<file path="src/verilog/epd_map.vh">
// epd_map.vh: constants for the external-port dma handshake block
// assumes: included by epd_dma_handshake.v and epd_wait_timer.v
`ifndef EPD_MAP_VH
`define EPD_MAP_VH
// handshake modes
`define EPD_HS_PLAIN 2'h0
`define EPD_HS_EXT 2'h1
`define EPD_HS_PACED 2'h2
// wait-state sampling modes of acknowledge
`define EPD_WM_EXTERNAL 2'h0
`define EPD_WM_INTERNAL 2'h1
`define EPD_WM_BOTH 2'h2
`define EPD_WM_EITHER 2'h3
// width of the wait-state count
`define EPD_WAIT_W 3
// master states
`define EPD_ST_IDLE 3'h0
`define EPD_ST_ACTIVE 3'h1
`define EPD_ST_HOLD 3'h2
`define EPD_ST_GAP 3'h3
// slave states
`define EPD_SL_IDLE 2'h0
`define EPD_SL_WAIT 2'h1
`define EPD_SL_ACK 2'h2
`define EPD_SL_REL 2'h3
`endif

</file>
<file path="src/verilog/epd_dma_handshake.v">
// epd_dma_handshake.v: external-port dma handshake and bus-slave access
// assumes: one clock (clk, 50 MHz); pins arrive raw and all but slaveAddrIn are synchronised
// What this block does
// request low starts a transfer, all modes
// plain mode drives grant low for data
// external mode uses address, strobes, selects, ack
// external mode refuses sdram targets
// paced mode uses strobes, never grant
// write held off while request stays low
// read prolonged one clock per request cycle
// request sampled on clock edges
// internal wait mode ignores acknowledge
// first-cycle ack sampling per mode
// later ack sampling per mode
// strobe or grant lengthened by wait states
// hold or idle adds one gap clock
// slave accepts reads and writes
// slave drives ack, data, then releases
// mp wait enable adds slave wait state
// grant low once per transfer, then high
`timescale 1ns/1ps
`include "epd_map.vh"
module epd_dma_handshake #(
    parameter AW = 24,
    parameter DW = 32
) (
    input wire clk,
    input wire sys_rst,
    // configuration
    input wire [1:0] handshakeMode,
    input wire [1:0] waitMode,
    input wire [`EPD_WAIT_W-1:0] waitStates,
    input wire holdCycleEnable,
    input wire idleCycleEnable,
    input wire mp_space_wait_enable,
    input wire targetIsSdram,
    // dma controller side
    input wire xferWrite,
    input wire [AW-1:0] xferAddr,
    input wire [DW-1:0] xferWriteData,
    input wire [3:0] xferSelect,
    output reg xferDone,
    output reg xferRefused,
    output reg [DW-1:0] xferReadData,
    // master pins
    input wire dma_request_n,
    output reg dma_grant_n,
    output reg [AW-1:0] addrOut,
    output reg addrOe,
    output reg rdOut_n,
    output reg wrOut_n,
    output reg sync_write_select_n,
    output reg [3:0] memory_select_n,
    input wire ackIn,
    input wire [DW-1:0] dataIn,
    output reg [DW-1:0] dataOut,
    output reg dataOe,
    // slave pins
    input wire slaveSelect,
    input wire slaveRd_n,
    input wire slaveWr_n,
    input wire [AW-1:0] slaveAddrIn,
    output reg ackOut,
    output reg ackOe,
    output reg [DW-1:0] slaveDataOut,
    output reg slaveDataOe,
    // internal memory and io_processor_regs port
    output reg memWrite,
    output reg memRead,
    output reg [AW-1:0] memAddr,
    output reg [DW-1:0] memWriteData,
    input wire [DW-1:0] memReadData
);
    // ----------------------------------------------
    // input synchronisers, two flops each
    // ----------------------------------------------
    reg reqMeta, reqSync; // request pin
    reg ackMeta, ackSync; // acknowledge pin
    reg selMeta, selSync; // slave select
    reg rdMeta, rdSync; // slave read strobe
    reg wrMeta, wrSync; // slave write strobe
    reg [DW-1:0] dinMeta, dinSync; // master read data

    always @(posedge clk)
    begin
        if (sys_rst)
        begin
            reqMeta <= 1'b1;
            reqSync <= 1'b1;
            ackMeta <= 1'b0;
            ackSync <= 1'b0;
            selMeta <= 1'b0;
            selSync <= 1'b0;
            rdMeta <= 1'b1;
            rdSync <= 1'b1;
            wrMeta <= 1'b1;
            wrSync <= 1'b1;
            dinMeta <= {DW{1'b0}};
            dinSync <= {DW{1'b0}};
        end
        else
        begin
            reqMeta <= dma_request_n;
            reqSync <= reqMeta;
            ackMeta <= ackIn;
            ackSync <= ackMeta;
            selMeta <= slaveSelect;
            selSync <= selMeta;
            rdMeta <= slaveRd_n;
            rdSync <= rdMeta;
            wrMeta <= slaveWr_n;
            wrSync <= wrMeta;
            dinMeta <= dataIn;
            dinSync <= dinMeta;
        end
    end

    // ----------------------------------------------
    // master side: wait timer and ack sampling
    // ----------------------------------------------
    reg [2:0] state; // master state
    reg firstCycle; // first clock of an access
    reg isWrite; // latched direction
    wire waitDone; // programmed wait states elapsed
    wire startAccess; // load the wait timer
    wire reqLow; // synchronised request asserted
    reg ackOk; // access may complete on ack
    reg waitOk; // wait-state condition met

    assign reqLow = !reqSync;
    assign startAccess = (state == `EPD_ST_IDLE) && reqLow &&
        !(handshakeMode == `EPD_HS_EXT && targetIsSdram);

    epd_wait_timer #(.W(`EPD_WAIT_W)) masterWait (
        .clk(clk),
        .sys_rst(sys_rst),
        .load(startAccess),
        .loadValue(waitStates),
        .done(waitDone)
    );

    // completion decision by wait mode
    always @*
    begin
        ackOk = 1'b0;
        waitOk = 1'b0;
        case (waitMode)
            `EPD_WM_INTERNAL:
                waitOk = waitDone;
            `EPD_WM_EXTERNAL:
                waitOk = ackSync;
            `EPD_WM_EITHER:
                waitOk = ackSync || waitDone;
            `EPD_WM_BOTH:
                // ack looked at only once the count is zero
                waitOk = waitDone && ackSync;
            default:
                waitOk = waitDone;
        endcase
        // request held low stretches the access by one clock each
        ackOk = waitOk && !reqLow && !firstCycle;
    end

    // ----------------------------------------------
    // master state machine
    // ----------------------------------------------
    always @(posedge clk)
    begin
        if (sys_rst)
        begin
            state <= `EPD_ST_IDLE;
            firstCycle <= 1'b0;
            isWrite <= 1'b0;
            xferDone <= 1'b0;
            xferRefused <= 1'b0;
            xferReadData <= {DW{1'b0}};
            dma_grant_n <= 1'b1;
            addrOut <= {AW{1'b0}};
            addrOe <= 1'b0;
            rdOut_n <= 1'b1;
            wrOut_n <= 1'b1;
            sync_write_select_n <= 1'b1;
            memory_select_n <= 4'hF;
            dataOut <= {DW{1'b0}};
            dataOe <= 1'b0;
        end
        else
        begin
            xferDone <= 1'b0;
            xferRefused <= 1'b0;
            firstCycle <= 1'b0;
            case (state)
                `EPD_ST_IDLE:
                begin
                    if (reqLow && handshakeMode == `EPD_HS_EXT &&
                        targetIsSdram)
                        xferRefused <= 1'b1;
                    else if (reqLow)
                    begin
                        state <= `EPD_ST_ACTIVE;
                        firstCycle <= 1'b1;
                        isWrite <= xferWrite;
                        // grant only in plain and external modes
                        dma_grant_n <= (handshakeMode ==
                            `EPD_HS_PACED);
                        if (handshakeMode != `EPD_HS_PLAIN)
                        begin
                            // bus-cycle pins only when bus is used
                            addrOut <= xferAddr;
                            addrOe <= 1'b1;
                            memory_select_n <= ~xferSelect;
                            rdOut_n <= xferWrite;
                            wrOut_n <= !xferWrite;
                            sync_write_select_n <= !xferWrite ||
                                (handshakeMode == `EPD_HS_PACED);
                        end
                        dataOut <= xferWriteData;
                        dataOe <= xferWrite;
                    end
                end
                `EPD_ST_ACTIVE:
                begin
                    if (ackOk)
                    begin
                        dma_grant_n <= 1'b1;
                        rdOut_n <= 1'b1;
                        wrOut_n <= 1'b1;
                        sync_write_select_n <= 1'b1;
                        if (!isWrite)
                            xferReadData <= dinSync;
                        xferDone <= 1'b1;
                        state <= `EPD_ST_HOLD;
                    end
                end
                `EPD_ST_HOLD:
                begin
                    // address and selects held through this clock
                    dataOe <= 1'b0;
                    if (holdCycleEnable || idleCycleEnable)
                        state <= `EPD_ST_GAP;
                    else
                    begin
                        addrOe <= 1'b0;
                        memory_select_n <= 4'hF;
                        state <= `EPD_ST_IDLE;
                    end
                end
                `EPD_ST_GAP:
                begin
                    // one extra clock before the next strobe
                    addrOe <= 1'b0;
                    memory_select_n <= 4'hF;
                    state <= `EPD_ST_IDLE;
                end
                default:
                    state <= `EPD_ST_IDLE;
            endcase
        end
    end

    // ----------------------------------------------
    // slave side: accesses from another master
    // ----------------------------------------------
    reg [1:0] slState; // slave state
    reg slWrite; // latched slave direction
    wire slStrobe; // a strobe is low while selected

    assign slStrobe = selSync && (!rdSync || !wrSync);

    // the extra wait lets a late master strobe settle
    always @(posedge clk)
    begin
        if (sys_rst)
        begin
            slState <= `EPD_SL_IDLE;
            slWrite <= 1'b0;
            ackOut <= 1'b0;
            ackOe <= 1'b0;
            slaveDataOut <= {DW{1'b0}};
            slaveDataOe <= 1'b0;
            memWrite <= 1'b0;
            memRead <= 1'b0;
            memAddr <= {AW{1'b0}};
            memWriteData <= {DW{1'b0}};
        end
        else
        begin
            memWrite <= 1'b0;
            memRead <= 1'b0;
            case (slState)
                `EPD_SL_IDLE:
                begin
                    ackOut <= 1'b0;
                    if (slStrobe)
                    begin
                        slWrite <= !wrSync;
                        memAddr <= slaveAddrIn;
                        memWriteData <= dinSync;
                        ackOe <= 1'b1;
                        if (mp_space_wait_enable)
                            slState <= `EPD_SL_WAIT;
                        else
                        begin
                            memWrite <= !wrSync;
                            memRead <= wrSync;
                            slState <= `EPD_SL_ACK;
                        end
                    end
                end
                `EPD_SL_WAIT:
                begin
                    memWrite <= slWrite;
                    memRead <= !slWrite;
                    slState <= `EPD_SL_ACK;
                end
                `EPD_SL_ACK:
                begin
                    ackOut <= 1'b1;
                    slaveDataOut <= memReadData;
                    slaveDataOe <= !slWrite;
                    slState <= `EPD_SL_REL;
                end
                `EPD_SL_REL:
                begin
                    // release ack and data after the access
                    if (!slStrobe)
                    begin
                        ackOut <= 1'b0;
                        ackOe <= 1'b0;
                        slaveDataOe <= 1'b0;
                        slState <= `EPD_SL_IDLE;
                    end
                end
                default:
                    slState <= `EPD_SL_IDLE;
            endcase
        end
    end
endmodule // epd_dma_handshake

</file>
<file path="src/verilog/epd_wait_timer.v">
// epd_wait_timer.v: loadable down-counter for wait states
// assumes: one clock domain, synchronous active-high reset
`timescale 1ns/1ps
`include "epd_map.vh"
module epd_wait_timer #(
    parameter W = `EPD_WAIT_W
) (
    input wire clk,
    input wire sys_rst,
    input wire load,
    input wire [W-1:0] loadValue,
    output wire done
);
    reg [W-1:0] count; // remaining wait states

    // --------------------------------------------------
    // count down one per clock after a load
    // --------------------------------------------------
    always @(posedge clk)
    begin
        if (sys_rst)
            count <= {W{1'b0}};
        else if (load)
            count <= loadValue;
        else if (count != {W{1'b0}})
            count <= count - {{(W-1){1'b0}}, 1'b1};
    end

    assign done = (count == {W{1'b0}}) && !load;
endmodule // epd_wait_timer
</file>
<file path="config.mk">
export PLATFORM = sky130hd
export DESIGN_NAME = epd_dma_handshake
export DESIGN_NICKNAME = d
export VERILOG_FILES = /design/src/verilog/epd_dma_handshake.v /design/src/verilog/epd_wait_timer.v
export VERILOG_INCLUDE_DIRS = /design/src /design/src/verilog
export SDC_FILE = /design/constraint.sdc
export NUM_CORES = 1
export LEC_CHECK = 0
export ABC_CLOCK_PERIOD_IN_PS = 2480
export BUFFER_PORTS_ARGS = -buffer_cell sky130_fd_sc_hd__buf_2
export CORE_MARGIN = 5
export CORE_UTILIZATION = 49
export DETAILED_ROUTE_END_ITERATION = 10
export GPL_ROUTABILITY_DRIVEN = 0
export PLACE_DENSITY = 0.87
export SLEW_MARGIN = 20
export SYNTH_ARGS = -nofsm -noshare
export SYNTH_HDL_FRONTEND = slang
export SYNTH_SLANG_ARGS = --single-unit
export TNS_END_PERCENT = 5
</file>
<file path="constraint.sdc">
create_clock -name clk -period 2.48 [get_ports clk]
set_input_delay 0.248 -clock clk [delete_from_list [all_inputs] [get_ports clk]]
set_output_delay 0.248 -clock clk [all_outputs]
set_load 0.03 [all_outputs]
</file>
==> flow_summary_export.csv, run 1 <==
group,metric,value,unit
yosys,syn_area_per_cell,9.31,um2
drt,ant_nets,0,
clock_tree,cts_root_buf,"clkbuf_16",
global_routing,grt_pass1_wl,48100,um
sta,hold_viol_final,0,
layout,drive_gt1_share,27.7,%
sta,slew_headroom,54.0,%
floorplanning,die_height,151,um
clock_tree,hold_buffers,153,
worst_hold_path,hold_path_class,"in -> reg",
global_routing,overflow,0,
worst_setup_path,crit_type,"reg -> reg",
sta,fin_tns_setup,0,ps
placed_design,port_buffers,359,
drt,wire_per_inst,17.1,um
clock_tree,htree_levels,1,
sta,fin_skew,17.3,ps
yosys,synth-async-reset-ratio,0,%
layout,finalNonFillerCells,1817,
clock_tree,cts_tree,"built",
layout,mostFrequentLayoutCells,"358 x buf_2, 277 x dfxtp_1, 238 x nand2_1",
yosys,synth_cell_type_count,42,
yosys,seq_area_frac_synth,57.3,%
worst_hold_path,hold_start,"xferSelect[3]",
sta,worst_slew_pin_slew,690,ps
power_and_ir_drop,ir_drop,675,uV
worst_setup_path,critPathMaxFanout,32,
clock_tree,clock_sinks,277,
sta,rsz0062_at_grt,"false",
drt,drc_errors,0,
power_and_ir_drop,p_per_area,781,nW/um2
floorplanning,ioPinCount,360,
sta,min_period_over_period,78.1,%
worst_setup_path,crit_required,2920,ps
yosys,synthesis.nets,1214,
placed_design,placed_cells,1610,
drt,via_per_inst,5.09,
yosys,synthCells,1040,
worst_setup_path,cp.arrival,2370,ps
clock_tree,cts_buffers,27,
sta,drv_slew,0,
worst_setup_path,critPathCaptureType,"register",
drt,wirelength,31100,um
clock_tree,postCtsSetupRepairBufs,0,
floorplanning,die_width,151,um
clock_tree,clockBufferDepth,3,
yosys,yosysWarnings,0,
floorplanning,num_rows,51,
layout,area_delta_synth_final,46.2,%
yosys,synth-edff-count,0,
drt,vias,9244,
worst_setup_path,cp-start-kind,"register",
sta,fin_crit,1940,ps
drt,dr.pass1.iters,5,
layout,fin_nets,1701,
clock_tree,clock_latency,540,ps
clock_tree,post_cts_resized,0,
floorplanning,dieArea,22700,um2
yosys,synth-main-ff-cell,"dfxtp_1",
power_and_ir_drop,leakagePower,6.13,nW
global_routing,grt_max_degree,119,
sta,fmax,516,MHz
floorplanning,core_area,19500,um2
global_routing,grtUsageTotal,26.3,%
yosys,ys_seq_elements,277,
layout,final_common_cell,"buf_2",
job,cap_violations,0,
placed_design,dp_hpwl,17300,um
worst_setup_path,cp-startpoint,"masterWait.count[0]",
worst_setup_path,rrSetupSlack,540,ps
worst_setup_path,reg2reg_from,"masterWait.count[0]",
sta,setup_viol,0,
global_routing,grt_pass1_vias,9694,
floorplanning,start_util,49.7,%
global_routing,antenna_found_initial,6,
run_status,outcome,"finished, final reports clean",
yosys,syn_area,9680,um2
drt,initialDrtViolationCount,435,
clock_tree,clk_pin_slew,70,ps
## report_power, final
part	internal, mW	switching [mW]
logic	0.881	1.17
clock network	2.42	1.71
registers	4.72	0.156
total	8.02	3.04
## cell type report
| type | instances | area (um2) |
|---|---|---|
| Antenna cell | 7 | 17.5 |
| Clock buffer | 39 | 791 |
| Clock inverter | 8 | 101 |
| Fill cell | 1214 | 5320 |
| Inverter | 7 | 26.3 |
| Multi-Input combinational cell | 688 | 3820 |
| Sequential cell | 277 | 5550 |
| Tap cell | 265 | 332 |
| Timing Repair Buffer | 526 | 3520 |
## per-layer routing
metal  share of wire, %  track usage, %
met5                  0               0
met2                 51            47.2
met4                5.5            15.1
met1                 35            27.4
met3                8.2            7.28
## cells by family after synthesis
kind of cell	after synthesis	share of synthesized area (%)
AO/OA/AOI/OAI	153	8.79
XOR/XNOR	2	0.181
adder cells (fa/ha/maj)	7	0.905
buffers and inverters	75	3.34
flip-flops	277	57.3
multiplexers	69	7.14
AND/OR/NAND/NOR	457	22.4
## flip-flops by register name, summed over array words and instances (netlist names), 24 cells and up
| name | cells |
|---|---|
| memAddr | 24 |
| slaveDataOut | 32 |
| memWriteData | 32 |
| dinSync | 32 |
| dataOut | 32 |
| dinMeta | 32 |
| xferReadData | 32 |
| addrOut | 24 |
## critical path, cell delays in order (launching register included)
cell and delay (ps):
dfxtp_1 300, inv_1 110, ha_1 200, and3b_1 150, a2bb2o_2 300, nor3_4 200, buf_12 260, mux2i_1 270
## cells in the mapped netlist, types with 3 or more instances
cell type | number | share of area [%]
nand2b_1 | 69 | 4.5
buf_6 | 3 | 0.35
dfxtp_1 | 277 | 57
a21o_1 | 7 | 0.54
buf_1 | 5 | 0.19
o21ai_0 | 4 | 0.21
nor3_1 | 3 | 0.16
mux2i_1 | 69 | 7.1
inv_1 | 7 | 0.27
o21bai_1 | 3 | 0.23
nand3b_1 | 6 | 0.47
and3b_1 | 3 | 0.27
or2_2 | 6 | 0.39
nand2_1 | 239 | 9.3
a21oi_1 | 122 | 6.3
ha_1 | 7 | 0.90
a211oi_1 | 5 | 0.39
nor2_1 | 48 | 1.9
buf_2 | 15 | 0.78
clkbuf_1 | 45 | 1.7
nor2b_1 | 70 | 4.5
## stage by stage
step	hold slack [ps]	total power [mW]	util, %	setup slack [ps]	cell area (um2)
after floorplan	352	6.21	-	763	9680
after global placement	396	6.69	60.1	696	11700
after detailed placement	395	6.76	60.1	596	11700
after CTS	1.85	11.0	72.6	582	14100
after global routing	13.8	11.5	72.7	435	14100
final	18.7	11.1	72.7	542	14100
## final timing paths
kind,to,cells after the start
worst max-delay path,xferReadData[29],7
worst min-delay path,memory_select_n[3],3
worst max register to register,xferReadData[29],7
worst min register to register,wrSync,1
Note: power is estimated with default switching activity, not from simulation.
==> run 2: changes to the inputs <==
ABC_AREA = 1   (was default)
ABC_CLOCK_PERIOD_IN_PS = 1800   (was 2480)
clock period = 1.8 ns   (was 2.48 ns; I/O delays follow)
==> run 2 against run 1 <==
  * First-iteration DRC count up 61%
  * Hold slack better by 110 ps
  * Design area up 1.0%
  * Die area down 1.4%
  * Clock-buffer cell count down 1
  * Clock power up 46%
  * Synthesized cell count up 18%
  * Via count up 12%
  * Global-route usage up 3.0 points
  * Utilization up 1.2 points
  * Combinational power up 94%
  * Largest power group unchanged
==> flow_summary_export.csv, run 2 <==
group,metric,value,unit
run_status,outcome,"finished, final reports clean",
worst_setup_path,crit_type,"reg -> reg",
global_routing,grtUsageMet3,7.18,%
yosys,synth_area_leaders,"dfxtp_1 58%, nor2_1 17%, o21ai_0 6.7%",
yosys,synthCells,1227,
floorplanning,dieArea,22300,um2
power_and_ir_drop,switching_share,32.1,%
worst_setup_path,cp.arrival,2110,ps
layout,final_cell_area,14300,um2
yosys,synth_top_area_cell,"dfxtp_1",
clock_tree,clock_latency,530,ps
sta,fin_tns_setup,0,ps
power_and_ir_drop,ir_drop,1130,uV
yosys,yosysWarnings,0,
sta,fmax,584,MHz
worst_setup_path,rrSetupSlack,90,ps
global_routing,gr-usage-met1,32.8,%
global_routing,overflow,0,
sta,fin_crit,1710,ps
layout,drive_gt1_share,26.1,%
sta,slew_headroom,66.0,%
power_and_ir_drop,p_comb_share,23.3,%
yosys,syn_area_per_cell,7.77,um2
worst_setup_path,cp-start-kind,"register",
worst_setup_path,rr_worst_depth,7,
drt,wire_per_inst,17.1,um
yosys,synthesis.nets,1401,
clock_tree,cts_buffers,28,
yosys,synth-async-reset-ratio,0,%
sta,whs,131,ps
global_routing,grt_pass1_vias,10500,
sta,hold_viol_final,0,
sta,drv_slew,0,
job,cap_violations,0,
worst_hold_path,hold_start,"handshakeMode[0]",
yosys,yosysMostFrequentCell,"nor2_1",
power_and_ir_drop,p_int,11.7,mW
worst_setup_path,reg2reg_to,"memWriteData[29]",
sta,rsz0062_at_grt,"false",
global_routing,grt_max_degree,88,
yosys,seq_area_frac_synth,58.2,%
drt,ant_nets,0,
power_and_ir_drop,p_per_area,1200,nW/um2
yosys,yosysTopAreaCellShare,58.2,%
worst_setup_path,reg2reg_from,"slState[1]",
clock_tree,cts_tree,"built",
clock_tree,clk_pin_slew,60,ps
worst_hold_path,min_delay_path_depth,5,
clock_tree,clockBufferDepth,3,
global_routing,use_met2,50.2,%
worst_setup_path,critPathMaxFanout,38,
yosys,synthTopCellsByCount,"437 x nor2_1, 277 x dfxtp_1, 128 x o21ai_0, 120 x inv_1, 102 x nand2_1",
yosys,synth_cell_type_count,29,
clock_tree,clock_sinks,277,
global_routing,grtUsageTotal,29.3,%
yosys,ys_seq_elements,277,
layout,num-fill-cells,1233,
global_routing,top_usage_layer,"met2",
sta,min_period_over_period,95.1,%
yosys,syn_area,9530,um2
floorplanning,die_height,149,um
layout,final_common_cell,"nor2_1",
clock_tree,htree_levels,1,
drt,dr.pass1.iters,8,
power_and_ir_drop,p_seq_share,41.6,%
layout,mostFrequentLayoutCells,"436 x nor2_1, 359 x buf_2, 277 x dfxtp_1",
drt,vias,10400,
floorplanning,start_util,49.3,%
drt,via_per_inst,5.12,
placed_design,placed_cell_area,11700,um2
drt,wirelength,34600,um
sta,setup_viol,0,
placed_design,dp_hpwl,18800,um
floorplanning,die_width,149,um
power_and_ir_drop,p_sw,5.51,mW
drt,drc_errors,0,
worst_setup_path,crit_required,2200,ps
layout,final_util,73.9,%
floorplanning,core_area,19300,um2
power_and_ir_drop,p_clk_share,35.1,%
clock_tree,cts_root_buf,"clkbuf_16",
power_and_ir_drop,leakagePower,7.49,nW
yosys,synth-main-ff-cell,"dfxtp_1",
placed_design,port_buffers,359,
floorplanning,num_rows,51,
sta,worst_slew_pin_slew,509,ps
yosys,synth-edff-count,0,
floorplanning,ioPinCount,360,
worst_setup_path,critPathCaptureType,"register",
layout,area_delta_synth_final,49.9,%
worst_hold_path,hold_path_class,"in -> reg",
global_routing,grt_pass1_wl,53000,um
layout,fin_nets,1910,
sta,fin_skew,11.0,ps
worst_hold_path,hold_end,"dma_grant_n",
drt,initialDrtViolationCount,699,
global_routing,antenna_found_initial,4,
==> run 2: cell count changes after synthesis, moves of 70 or more <==
cell / delta
nor2_1: +389
nand2_1: -137
o21ai_0: +124
inv_1: +113
a21oi_1: -110
nor2b_1: -70
==> run 2: power groups by stage <==
| stage | clock network [mW] | registers (mW) | logic [mW] |
|---|---|---|---|
| after floorplan | 0 | 8.23 | 1.28 |
| after global placement | 0 | 7.20 | 3.45 |
| after detailed placement | 0 | 7.22 | 3.54 |
| after CTS | 6.03 | 7.11 | 3.84 |
| after global routing | 6.39 | 7.21 | 4.32 |
| final | 6.02 | 7.15 | 4.00 |
==> run 2: per-layer routing <==
layer / share of wire [%] / up-vias
met5: 0 / -
met4: 6.3 / 0
met3: 9.4 / 181
met2: 49 / 658
met1: 36 / 4779
li1: - / 4780
==> run 2: repair_timing <==
action                                  4_1_cts  5_1_grt
endpoints found under the hold margin       161        0
pin swaps                                     1        1
gates cloned                                  0        1
gates resized for setup                       1        3
hold buffers                                160        0
buffers inserted                              0        1
endpoints found under the setup margin       38       72
==> run 2: how the worst max path moves through the flow <==
stage	startpoint	endpoint	depth (start not counted)	slack, ps
floorplan	masterWait.count[0]	rdOut_n	11	240
global placement	slState[1]	memAddr[23]	7	50
detailed placement	slState[1]	memWriteData[25]	7	-70
CTS	slState[1]	memAddr[1]	8	8
global route	masterWait.count[0]	xferReadData[0]	11	9
finish	slState[1]	memWriteData[29]	7	90
==> run 2: area by class of cell <==
type                       count  area [um2]  share of cell area, %
inverter                     126         475                   3.33
timing repair buffer         545        3700                   25.9
antenna                        7        17.5                  0.123
multi-input combinational    758        3270                   22.9
sequential                   277        5550                   38.8
tap                          265         332                   2.32
clock buffer                  38         790                   5.53
clock inverter                14         164                   1.15
==> run 2: per-stage QoR <==
| stage | total power [mW] | setup WS (ps) | cells |
|---|---|---|---|
| finish | 17.2 | 88.1 | 2030 |
| global route | 17.9 | 8.75 | 2027 |
| CTS | 17.0 | 7.90 | 2021 |
| detailed placement | 10.8 | -68.5 | 1809 |
| global placement | 10.6 | 51.8 | 1809 |
| floorplan | 9.51 | 243 | 1227 |
==> run 2: kinds of logic (layout without fill, tap and decap cells) <==
logic type / Yosys count / in the layout / share of synthesized area [%]
fa+ha+maj: 7 / 7 / 0.919
buf+inv: 193 / 723 / 7.80
simple gates: 577 / 578 / 23.8
flops: 277 / 277 / 58.2
xor+xnor: 1 / 1 / 0.0919
compound gates: 172 / 172 / 9.27
other cells: 0 / 7 / 0
==> run 2: critical path: stages (launching register included) <==
cell,delay [ps]
dfxtp_1,380
inv_1,100
ha_1,200
inv_1,210
nor2_4,90
buf_6,200
o21ai_0,290
nor2_1,90
==> run 3: changes to the inputs <==
CELL_PAD_IN_SITES_DETAIL_PLACEMENT = 0   (was default)
CELL_PAD_IN_SITES_GLOBAL_PLACEMENT = 1   (was default)
CORE_UTILIZATION = 34   (was 49)
PLACE_DENSITY = 0.86   (was 0.87)
==> run 3 against run 2 <==
  * Global-route usage fell by 11 points
  * Fmax up 5.7%
  * Sequential share of layout area down 0.31 points
  * Via count shrank 9.6%
  * Register-to-register slack improved by 90 ps
  * First-iteration DRC count is 42% lower
  * Die area up 41%
  * Flip-flop and latch count did not move
  * Clock power rose by 3.8%
  * Clock skew rose by 9.8 ps
  * Critical endpoint is now memory_select_n[1]
  * Largest cell class unchanged
==> flow_summary_export.csv, run 3 (synthesis gave the netlist of run 2 again) <==
group,metric,value,unit
layout,final_common_cell,"nor2_1",
sta,fin_crit,1620,ps
drt,vias,9400,
worst_setup_path,cp-start-kind,"register",
drt,dr.pass1.iters,5,
job,cap_violations,0,
power_and_ir_drop,ir_drop,771,uV
clock_tree,cts_buffers,29,
floorplanning,core_area,27700,um2
worst_setup_path,critPathMaxFanout,6,
global_routing,grtUsageTotal,17.9,%
drt,ant_nets,0,
sta,drv_slew,0,
layout,final_cell_area,14400,um2
worst_hold_path,min_delay_path_depth,5,
floorplanning,num_rows,61,
sta,rsz0062_at_grt,"false",
drt,drc_errors,0,
clock_tree,clockBufferDepth,3,
worst_setup_path,cp.arrival,2030,ps
worst_setup_path,reg2reg_to,"memory_select_n[1]",
drt,via_per_inst,4.40,
drt,wire_per_inst,13.9,um
layout,mostFrequentLayoutCells,"436 x nor2_1, 359 x buf_2, 277 x dfxtp_1",
worst_setup_path,crit_type,"reg -> reg",
worst_hold_path,hold_end,"dma_grant_n",
global_routing,grt_max_degree,123,
power_and_ir_drop,p_per_area,1200,nW/um2
sta,slew_headroom,64.8,%
worst_hold_path,hold_start,"handshakeMode[0]",
layout,num-fill-cells,2564,
placed_design,placed_cells,1917,
clock_tree,clock_sinks,277,
layout,area_delta_synth_final,51.1,%
worst_setup_path,crit_required,2210,ps
worst_setup_path,critPathCaptureType,"register",
sta,setup_viol,0,
sta,fin_skew,20.8,ps
layout,drive_gt1_share,25.9,%
placed_design,port_buffers,359,
floorplanning,die_width,177,um
worst_hold_path,hold_path_class,"in -> reg",
clock_tree,cts_tree,"built",
drt,initialDrtViolationCount,402,
clock_tree,clk_pin_slew,60,ps
global_routing,antenna_found_initial,3,
worst_setup_path,reg2reg_from,"state[0]",
floorplanning,ioPinCount,360,
power_and_ir_drop,power,17.2,mW
layout,fin_nets,1907,
clock_tree,clock_latency,550,ps
sta,fmax,618,MHz
worst_setup_path,crit_slowest_cell,"dfxtp_1",
sta,hold_viol_final,0,
floorplanning,dieArea,31500,um2
layout,finalNonFillerCells,2136,
placed_design,dp_hpwl,18900,um
floorplanning,die_height,177,um
worst_setup_path,critical-path-max-stage-delay,410,ps
global_routing,grt_pass1_wl,46800,um
sta,worst_slew_pin_slew,528,ps
power_and_ir_drop,leakagePower,7.49,nW
worst_setup_path,rr_worst_depth,7,
global_routing,grt_pass1_vias,9353,
worst_setup_path,crit_chain,"inv_1 -> nor2_1 -> inv_1 -> nand3_1 -> inv_2 -> nand2_1 -> nand3_1",
worst_setup_path,rrSetupSlack,180,ps
clock_tree,cts_root_buf,"clkbuf_16",
clock_tree,htree_levels,1,
drt,wirelength,29600,um
sta,min_period_over_period,90.0,%
run_status,outcome,"finished, final reports clean",
sta,whs,104,ps
placed_design,placed_cell_area,11800,um2
global_routing,overflow,0,
floorplanning,start_util,34.4,%
## run 3: cell types whose count changed in the layout (fill, tap and decap cells not counted), sizes merged
cell,delta
bufinv,+2
clkinv,+1
clkbuf,-3
clkinvlp,-1
diode,-3
inv,+1
buf,-3
nor2,-1
## run 3: power breakdown
part / total, mW / switching [mW] / internal, mW
clock network: 6.25 / 2.49 / 3.76
logic: 3.86 / 2.53 / 1.34
registers: 7.12 / 0.330 / 6.79
## run 3: worst max path at each step
stage | startpoint | to
5_1_grt | state[0] | memory_select_n[3]
4_1_cts | slState[1] | memWriteData[18]
6_report | state[0] | memory_select_n[1]
3_5_place_dp | slState[1] | memAddr[19]
2_1_floorplan | masterWait.count[0] | rdOut_n
3_3_place_gp | slState[1] | memWriteData[21]
## run 3: area by class of cell
type	count	area (um2)	area share, %
antenna	4	10.0	0.0695
multi-input combinational	757	3260	22.6
inverter	126	475	3.30
clock buffer	35	768	5.33
clock inverter	17	228	1.58
tap	378	473	3.28
sequential	277	5550	38.5
timing repair buffer	542	3650	25.3
## run 3: metrics by stage
step	utilization, %	setup WS, ps	TNS, ps
after CTS	51.9	64.6	0
after global routing	52.0	5.56	0
after floorplan	-	243	0
after detailed placement	42.5	-18.2	-149
after global placement	42.5	44.8	0
final	52.0	181	0
## run 3: what timing repair did
action	CTS	global route
endpoints found under the setup margin	39	60
endpoints found under the hold margin	162	0
setup buffers	0	3
hold buffers	160	0
resized for setup	1	1
pin swaps	0	1
## run 3: per-layer routing
| metal | vias up | global-route usage, % | share of wire (%) |
|---|---|---|---|
| met4 | 0 | 5.83 | 2.6 |
| met3 | 64 | 5.92 | 9.6 |
| met5 | - | 0 | 0 |
| met1 | 4213 | 21.7 | 41 |
| li1 | 4774 | - | - |
| met2 | 349 | 30.1 | 47 |
## run 3: critical path, delay by kind of cell, from the launching register on
kind,cells,cell delay (ps)
DFF,1,410
buffers and inverters,3,380
and+or+nand+nor,4,700
